File: config.mk
export PLATFORM = sky130hd
export DESIGN_NAME = p0rx_input
export DESIGN_NICKNAME = d
export VERILOG_FILES = /design/src/logic/p0rx_pkg.sv /design/src/logic/p0rx_fifo.sv /design/src/logic/p0rx_input.sv
export SDC_FILE = /design/constraint.sdc
export NUM_CORES = 1
export LEC_CHECK = 0
export ABC_AREA = 1
export BUFFER_PORTS_ARGS = -buffer_cell sky130_fd_sc_hd__buf_2
export CORE_MARGIN = 4
export CORE_UTILIZATION = 60
export CTS_CLUSTER_DIAMETER = 30
export DETAILED_ROUTE_END_ITERATION = 6
export HOLD_SLACK_MARGIN = 0.03
export PLACE_DENSITY_LB_ADDON = 0.05
export RECOVER_POWER = 25
export SLEW_MARGIN = 20
export SYNTH_ARGS = -nofsm -noshare
export SYNTH_HDL_FRONTEND = slang
export SYNTH_SLANG_ARGS = --single-unit
File: constraint.sdc
create_clock -name ref_clk_i -period 4.5 [get_ports ref_clk_i]
set_input_delay 0.45 -clock ref_clk_i [delete_from_list [all_inputs] [get_ports ref_clk_i]]
set_output_delay 0.45 -clock ref_clk_i [all_outputs]
set_load 0.01 [all_outputs]
File: src/logic/p0rx_pkg.sv
// Purpose: Shared constants and types for the port 0 receive input stage
// Assumes: One clock domain, inputs synchronous to it
// Notes: Modes, word layout and FIFO depth live here
package p0rx_pkg;

    localparam int P0RX_NIB_W = 4;
    localparam int P0RX_DIB_W = 2;
    localparam int P0RX_FIFO_DEPTH = 32;

    typedef enum logic [1:0] {
        P0RX_MODE_MII_MAC = 2'h0,
        P0RX_MODE_MII_PHY = 2'h1,
        P0RX_MODE_RMII_PHY = 2'h2
    } p0rx_mode_t;

    // One beat from the pins
    typedef struct packed {
        logic valid;
        logic error;
        logic [P0RX_NIB_W-1:0] data;
    } p0rx_pins_t;

    // One word towards the switch
    typedef struct packed {
        logic sof;
        logic eof;
        logic error;
        logic abort;
        logic dibit;
        logic [P0RX_NIB_W-1:0] data;
    } p0rx_word_t;

    localparam int P0RX_WORD_W = $bits(p0rx_word_t);

    localparam logic [P0RX_NIB_W-1:0] P0RX_NIB_ZERO = 4'h0;
    localparam logic [P0RX_NIB_W-1:0] P0RX_DIB_MASK = 4'h3;

endpackage

File: src/logic/p0rx_fifo.sv
// Purpose: Flip-flop FIFO with valid/ready on both sides
// Assumes: Depth is a power of two
// Notes: Full drops in_ready_o; empty drops out_valid_o
`timescale 1ns/1ps
module p0rx_fifo #(
    parameter int WIDTH = 9,
    parameter int DEPTH = 32
) (
    input wire logic ref_clk_i,
    input wire logic rst_i,
    input wire logic in_valid_i,
    output logic in_ready_o,
    input wire logic [WIDTH-1:0] in_data_i,
    output logic out_valid_o,
    input wire logic out_ready_i,
    output logic [WIDTH-1:0] out_data_o
);
    localparam int AW = $clog2(DEPTH);

    logic [WIDTH-1:0] mem [DEPTH];
    logic [AW:0] wr_ptr;
    logic [AW:0] rd_ptr;
    wire logic [AW:0] fill = wr_ptr - rd_ptr;
    wire logic full = (fill == (AW+1)'(DEPTH));
    wire logic empty = (fill == '0);
    wire logic push = in_valid_i && !full;
    wire logic pop = out_ready_i && !empty;

    assign in_ready_o = !full;
    assign out_valid_o = !empty;
    assign out_data_o = mem[rd_ptr[AW-1:0]];

    always_ff @(posedge ref_clk_i or posedge rst_i) begin
        if (rst_i) begin
            wr_ptr <= '0;
            rd_ptr <= '0;
        end else begin
            if (push) wr_ptr <= wr_ptr + 1'b1;
            if (pop) rd_ptr <= rd_ptr + 1'b1;
        end
    end

    always_ff @(posedge ref_clk_i) begin
        if (push) mem[wr_ptr[AW-1:0]] <= in_data_i;
    end
endmodule

File: src/logic/p0rx_input.sv
// Purpose: Port 0 MII/RMII input stage towards the switch
// Assumes: Pins synchronous to ref_clk_i; mode and isolate quasi-static
// Notes: Words pass a FIFO; stall on full drops beats and marks an abort
`timescale 1ns/1ps
//
// Operation
// - In MII MAC mode the four input data bits are receive data from the PHY.
// - In MII PHY mode the four input data bits are the MAC transmit nibble taken in.
// - In RMII PHY mode only the low two data bits count and upper bits and error are ignored.
// - In MII MAC mode data and error count only while the valid input is high.
// - In MII PHY mode data and error are qualified by the valid input.
// - In MII MAC mode an error while valid marks a receive error in the current frame.
// - In MII PHY mode an error while valid aborts the frame in progress.
// - With isolate set in a PHY mode the data, valid and error inputs are ignored.
// - The input reference clock times all inputs, from the PHY or from the device.
module p0rx_input import p0rx_pkg::*; #(
    parameter int FIFO_DEPTH = P0RX_FIFO_DEPTH
) (
    input wire logic ref_clk_i,
    input wire logic rst_i,
    input wire logic [1:0] mode_i,
    input wire logic virtual_phy_isolate_i,
    input wire logic [P0RX_NIB_W-1:0] port0_in_nibble_i,
    input wire logic port0_in_valid_i,
    input wire logic port0_in_error_i,
    input wire logic out_ready_i,
    output logic out_valid_o,
    output logic [P0RX_WORD_W-1:0] out_word_o,
    output logic overflow_o,
    output logic isolated_o
);
    ////////////////////////////////////////////////////////////////////
    // Input sampling
    p0rx_pins_t pins;
    p0rx_pins_t pin_beat;
    p0rx_mode_t mode;
    logic iso;

    // True in RMII PHY mode: only the low lanes carry data
    function automatic logic mode_is_rmii(input p0rx_mode_t m);
        return (m == P0RX_MODE_RMII_PHY);
    endfunction

    // True in either PHY mode, where isolate applies
    function automatic logic mode_is_phy(input p0rx_mode_t m);
        return (m != P0RX_MODE_MII_MAC);
    endfunction

    // True in MII PHY mode, where the error input aborts
    function automatic logic mode_is_mii_phy(input p0rx_mode_t m);
        return (m == P0RX_MODE_MII_PHY);
    endfunction

    // True in MII MAC mode, where the error input marks the frame
    function automatic logic mode_is_mac(input p0rx_mode_t m);
        return (m == P0RX_MODE_MII_MAC);
    endfunction

    // Keeps the low lanes only when a dibit is carried
    function automatic logic [P0RX_NIB_W-1:0] lane_select(
        input logic rmii,
        input logic [P0RX_NIB_W-1:0] d
    );
        return rmii ? (d & P0RX_DIB_MASK) : d;
    endfunction

    assign pin_beat = '{
        valid: port0_in_valid_i,
        error: port0_in_error_i,
        data: port0_in_nibble_i
    };

    always_ff @(posedge ref_clk_i or posedge rst_i) begin
        if (rst_i) begin
            pins <= '0;
        end else begin
            pins <= pin_beat;
        end
    end

    always_ff @(posedge ref_clk_i or posedge rst_i) begin
        if (rst_i) begin
            mode <= P0RX_MODE_MII_MAC;
        end else begin
            mode <= p0rx_mode_t'(mode_i);
        end
    end

    always_ff @(posedge ref_clk_i or posedge rst_i) begin
        if (rst_i) begin
            iso <= 1'b0;
        end else begin
            iso <= virtual_phy_isolate_i;
        end
    end

    ////////////////////////////////////////////////////////////////////
    // Qualification
    logic is_rmii;
    logic is_phy;
    logic gated;
    logic q_valid;
    logic q_error;
    logic [P0RX_NIB_W-1:0] q_data;
    logic rx_err;
    logic tx_abort;

    assign is_rmii = mode_is_rmii(mode);
    assign is_phy = mode_is_phy(mode);
    assign gated = is_phy && iso;
    assign q_valid = pins.valid && !gated;
    assign q_error = q_valid && pins.error && !is_rmii;
    assign q_data = q_valid ? lane_select(is_rmii, pins.data) :
        P0RX_NIB_ZERO;
    assign rx_err = q_error && mode_is_mac(mode);
    assign tx_abort = q_error && mode_is_mii_phy(mode);

    ////////////////////////////////////////////////////////////////////
    // Frame tracking
    logic in_frame;
    logic aborted;
    logic next_aborted;
    logic starting;
    logic ending;
    logic push;
    logic drop;
    logic fifo_ready;
    logic fifo_valid;
    logic fifo_pop;
    logic [P0RX_WORD_W-1:0] fifo_data;
    p0rx_word_t word;

    assign starting = q_valid && !in_frame;
    assign ending = in_frame && !q_valid;
    // Beats after an abort are not forwarded; the end marker still is
    assign push = (q_valid && !(aborted && !starting)) || ending;
    // Only a word that should have gone in counts as lost
    assign drop = push && !fifo_ready;
    assign next_aborted = q_valid ? ((aborted && !starting) || tx_abort || drop) : 1'b0;

    assign word = '{
        sof: starting,
        eof: ending,
        error: rx_err,
        abort: tx_abort || aborted || drop,
        dibit: is_rmii,
        data: q_data
    };

    always_ff @(posedge ref_clk_i or posedge rst_i) begin
        if (rst_i) begin
            in_frame <= 1'b0;
        end else begin
            in_frame <= q_valid;
        end
    end

    always_ff @(posedge ref_clk_i or posedge rst_i) begin
        if (rst_i) begin
            aborted <= 1'b0;
        end else begin
            aborted <= next_aborted;
        end
    end

    ////////////////////////////////////////////////////////////////////
    // Buffer towards the switch
    p0rx_fifo #(
        .WIDTH(P0RX_WORD_W),
        .DEPTH(FIFO_DEPTH)
    ) u_fifo (
        .ref_clk_i(ref_clk_i),
        .rst_i(rst_i),
        .in_valid_i(push),
        .in_ready_o(fifo_ready),
        .in_data_i(word),
        .out_valid_o(fifo_valid),
        .out_ready_i(fifo_pop),
        .out_data_o(fifo_data)
    );

    ////////////////////////////////////////////////////////////////////
    // Output register stage
    logic out_take_ok;
    logic next_out_valid;

    assign out_take_ok = !out_valid_o || out_ready_i;
    assign next_out_valid = fifo_valid && out_ready_i;
    assign fifo_pop = out_ready_i && out_take_ok;

    always_ff @(posedge ref_clk_i or posedge rst_i) begin
        if (rst_i) begin
            out_valid_o <= 1'b0;
        end else if (out_take_ok) begin
            out_valid_o <= next_out_valid;
        end
    end

    always_ff @(posedge ref_clk_i or posedge rst_i) begin
        if (rst_i) begin
            out_word_o <= '0;
        end else if (out_take_ok) begin
            out_word_o <= fifo_data;
        end
    end

    always_ff @(posedge ref_clk_i or posedge rst_i) begin
        if (rst_i) begin
            overflow_o <= 1'b0;
        end else begin
            overflow_o <= drop;
        end
    end

    always_ff @(posedge ref_clk_i or posedge rst_i) begin
        if (rst_i) begin
            isolated_o <= 1'b0;
        end else begin
            isolated_o <= gated;
        end
    end
endmodule

Yosys cells after proc, flatten, opt, wreduce, memory -nomap -nowiden
Memories as Yosys holds them, arrays and structs flattened. A register that Yosys moved wholly into a read port is not among the register bits.
Index checks and enable logic that the tools add are counted.
- $add $sub $neg: 3
- multiply operators: 0
- div/mod/pow operators: 0
- order comparisons: 0
- equality and inequality tests: 3
- shifts and indexed selects: 0
- multiplexer cells: 5
- bitwise gates (word level): 0
- reduce and logical (&&, ||, !) cells: 33
- operators by type and width (cell ; number):
    1-bit logical AND ; 15
    6-bit by 1-bit adder with 6-bit output, second input constant ; 2
    1-bit zero test ; 9
    4-bit 2-to-1 mux ; 2
    6-bit equality test, second input constant ; 1
    6-bit zero test ; 1
    1-bit logical OR ; 6
    6-bit subtractor ; 1
    1-bit 2-to-1 mux ; 3
    2-bit by 1-bit equality test with 1-bit output, second input constant ; 1
    2-bit equality test, second input constant ; 1
    2-bit zero test ; 1
    2-bit nonzero test ; 1
- bits in registers: 26
- bits in latches: 0
- memory bits (writable): 288
- bits in read-only memories: 0
- output and inout bits: 12
- logic and storage cells: 57
- memories kept: 1
- memories (memory ; words ; bits a word ; read ports ; clocked after memory_dff ; wr ports ; line ; text):
    u_fifo.mem ; 32 ; 9 ; 1 ; 1 ; 1 ; p0rx_fifo.sv:20 ; logic [WIDTH-1:0] mem [DEPTH];

Depth between registers and ports, before layout
- word-level depth: 13
- depth in mapped cells: 16
- mapped depth without buffers: 14

By module
From an unflattened synthesis, not the netlist that was laid out.
- cell total of the unflattened synthesis: 1164
- area total of the unflattened synthesis: 13777.0 µm²
- by module, submodules not included (module ; instances ; cells each ; area an instance (µm²)):
    p0rx_fifo ; 1 ; 1091 ; 12891.1
    p0rx_input ; 1 ; 73 ; 885.8

Least setup slack after synthesis
Ideal clock, no wire load.
- path kind: flip-flop to flip-flop
- from: reg u_fifo.rd_ptr[2]
- to: mem u_fifo.mem[28][0], enable pin
- library setup time: 0.374 ns
- arrival time: 2.564 ns
- data required time: 4.126 ns
- slack: 1.561 ns
- cell stages (with the launch flop): 14
- clock period less this slack: 2.939 ns
- path through: dfrtp_1 > clkbuf_1 > clkinv_1 > buf_2 > ha_1 > or2_4 > nand3b_4 > nand2_1 > nand2_1 > nand2_2 > nand2_4 > nand2_4 > buf_2 > nor2_1
- word-level cells in the longest chain between the ends: 6
- RTL lines (item ; line ; text):
    from (decl) ; p0rx_fifo.sv:22 ; logic [AW:0] rd_ptr;
    from (signal assigned) ; p0rx_fifo.sv:39 ; if (pop) rd_ptr <= rd_ptr + 1'b1;
    6-bit subtractor ; p0rx_fifo.sv:23 ; wire logic [AW:0] fill = wr_ptr - rd_ptr;
    6-bit equality test ; p0rx_fifo.sv:24 ; wire logic full = (fill == (AW+1)'(DEPTH));
    1-bit zero test ; p0rx_fifo.sv:26 ; wire logic push = in_valid_i && !full;
    1-bit logical AND ; p0rx_fifo.sv:26 ;
    1-bit 2-to-1 mux ; p0rx_fifo.sv:44 ; if (push) mem[wr_ptr[AW-1:0]] <= in_data_i;
    1-bit 2-to-1 mux (not written as such) ; p0rx_fifo.sv:44 ;
    to (decl) ; p0rx_fifo.sv:20 ;
Every way passes these cells.

Worst setup path in the final report
- from: reg u_fifo.rd_ptr[3]
- to: mem u_fifo.mem[21][7], enable pin
The elaborated chain is that of the path after synthesis.

==> results.toml <==
[yosys]
ys_top_cells_by_count = "324 x nand2_1, 288 x edfxtp_1, 191 x nor2_1"
yosys.area.top_type = "edfxtp_1"
synth_ff_type = "edfxtp_1"
yosys_warnings = 0
yosysSeqAreaShare = 0.691
syn_avg_cell_area_um2 = 11.0
synthCells = 1251
syn-num-nets = 1273
synth_top_area_frac = 0.627
async_reset_ff_frac = 0.108
synth_edf_count = 288
yosysUniqueCellTypes = 29
synth-seq-cells = 323
synth_area_leaders = "edfxtp_1 63%, nand2_1 8.8%, dfrtp_1 6.4%"
synth.most_common_cell = "nand2_1"
syn-cell-area_um2 = 13800

[clocking]
htree_levels = 2
cts_buffer_depth = 3
cts_made_buffers = 55
post_cts_resized = 0
cts.reportedPaths.clkPinSlew_ns = 0.05
clock_latency_ns = 0.56
clockRootBuffer = "clkbuf_16"
cts_sinks = 323
cts_tree = "done"

[sta]
period_share = 0.788
period_minus_slack_ns = 3.55
clock_skew_ns = 0.0218
maxSlewViolCount = 136
worstMarginPinSlew_ns = 2.06
setup_viol = 0
slew_headroom = -0.376
hold_viol = 0
fin_setup_tns_ns = 0
max_freq_mhz = 282
rsz0062_at_grt = "no"

[critical_path]
arrival_ns = 3.73
cp.required_ns = 4.68
path_buf_inv = 1
cp_common_cell = "nand2_4"
crit_cells = 9
worstRegToRegCells = 9
endpoint_kind = "flop"
critical_path.top_delay_family = "simple AND/OR/NAND/NOR gates"
timing.rr.start = "u_fifo.rd_ptr[3]$_DFFE_PP0P_"
crit_path_cell_trace = "inv_1 -> ha_1 -> a21oi_1 -> nand3_1 -> nand2_1 -> nor2_4 -> nand2_4 -> nand2_4 -> nor2_1"
cp-start-kind = "flop"
worstSetupPathType = "flop to flop"
critPathLaunch = "u_fifo.rd_ptr[3]$_DFFE_PP0P_"
critPathSlowestCell = "nor2_1"
max_stage_delay_ns = 0.80
worstPathMaxFanout = 38

[floorplan]
die_y_um = 160
design.die.area_um2 = 25500
pin_count = 24
core-area_um2 = 22600
die_w_um = 160
start_util = 0.609
num_rows = 55

[power_and_ir_drop]
leakage_uw = 0.00609
powerDensity_nw_per_um2 = 665
peakVddDrop_mv = 0.707

[global_route]
grt_max_degree = 145
antenna_found_initial = 0
grt-ovfl-total = 0
grt_pass1_wl_mm = 51.4
grt_usage = 0.263
grt_pass1_vias = 8871

[route]
dr.pass1.iters = 5
wirelength_mm = 33.3
antenna_left = 0
post-route-drc-count = 0
wl_per_cell_um = 20.5
vias = 9225
drt_iter0_markers = 995
vias_per_cell = 5.68

[finish]
final-instance-count-excl-fill = 1625
antenna_cells = 0
seq_area_um2 = 9530
final_core_util = 0.707
final_nets = 1315
syn_to_final_growth_pct = 16.2
drive_above_1_share = 0.122
fillCellCount = 1640
multiInputGateArea_um2 = 3790

[placed_design]
hpwl_mm = 19.9
port_buffers = 23
placed_cells = 1511
gp_congestion = 0.919

[hold_path]
min_from = "out_ready_i"
worstHoldPathCells = 3
hold_path.class = "input pin to flop"

[run_status]
status = "complete, but fails checks"
violations = "capacitance limit, slew limit"

[run]
cap_violations = 4
==> cell type report <==
cell class,count,area share
sequential,323,0.595
multi-input combinational,825,0.236
clock buffer,68,0.0922
clock inverter,36,0.0239
tap,285,0.0223
timing repair buffer,51,0.0213
inverter,37,0.00883
==> power by group <==
group | switching, uW | internal [uW]
sequential | 126 | 3520
clock | 1390 | 2680
combinational | 2120 | 823
==> final timing paths <==
| path | endpoint | slack, ns |
|---|---|---|
| hold / removal | u_fifo.rd_ptr[5]$_DFFE_PP0P_ | 0.26 |
| max in group asynchronous | u_fifo.rd_ptr[0]$_DFFE_PP0P_ | 1.85 |
| hold reg to reg | out_word_o[7]$_DFFE_PP0N_ | 0.49 |
| setup / recovery | u_fifo.mem[21][7]$_DFFE_PP_ | 0.95 |
| setup reg to reg | u_fifo.mem[21][7]$_DFFE_PP_ | 0.95 |
| min in group asynchronous | u_fifo.rd_ptr[1]$_DFFE_PP0P_ | 1.19 |
==> kinds of logic (layout without fill, tap and decap cells) <==
family                     count (synthesis)  after routing  share of synthesized area
AOI/OAI and AO/OA                        115            115                     0.0426
adders and majority gates                 10             10                    0.00908
xor gates and xnor gates                   8              8                    0.00508
buffers and inverters                    103            192                     0.0347
DFF                                      323            323                      0.691
and+or+nand+nor                          692            692                      0.218
==> layer usage <==
metal  GRT usage  routed length (um)  up-vias
li1            -                   -     4363
met1       0.382               14200     4367
met2       0.405               15200      425
met3      0.0471                2810       70
met4      0.0986                1010        0
met5           0                   0        -
==> worst reg2reg max path, cell delays in order, from the launching register on <==
cell	delay [ns]
dfrtp_1	0.38
inv_1	0.53
ha_1	0.39
a21oi_1	0.21
nand3_1	0.10
nand2_1	0.12
nor2_4	0.06
nand2_4	0.10
nand2_4	0.44
nor2_1	0.84
==> state kept, by name, indices dropped and copies added, names as in the netlist <==
signal and count:
iso 1, out_word_o 9, u_fifo.rd_ptr 6, u_fifo.wr_ptr 6, aborted 1, pins 6
overflow_o 1, isolated_o 1, in_frame 1, u_fifo.mem 288, out_valid_o 1, mode 2
==> layout by cell type (no fill, tap or decap), drive strengths merged <==
cell / count
inv: 34
nor3: 3
buf: 25
or2: 2
nand4: 1
ha: 10
dlygate4sd3: 10
a21oi: 23
bufinv: 6
clkbuf: 84
clkinvlp: 6
nor3b: 1
xor2: 8
o21ai: 92
dfrtp: 35
edfxtp: 288
nand3: 138
nand2: 333
nor2: 213
clkinv: 27
nand3b: 1
==> repair_timing <==
item / 4_1_cts / 5_1_grt
hold endpoints to repair: 42 / 0
hold buffers: 10 / 0
buffers inserted: 0 / 0
==> through the flow <==
step           cell area [um2]  total power [uW]  setup WS [ns]  hold slack [ns]
2_1_floorplan            13800              5740           1.56            0.464
3_3_place_gp             14100              6560           1.06            0.462
3_5_place_dp             14100              6600           1.03            0.464
4_1_cts                  16100             10700           1.01            0.251
5_1_grt                  16000             11200          0.720            0.271
6_report                 16000             10700          0.954            0.263
Power figures use the tool's default switching activity.
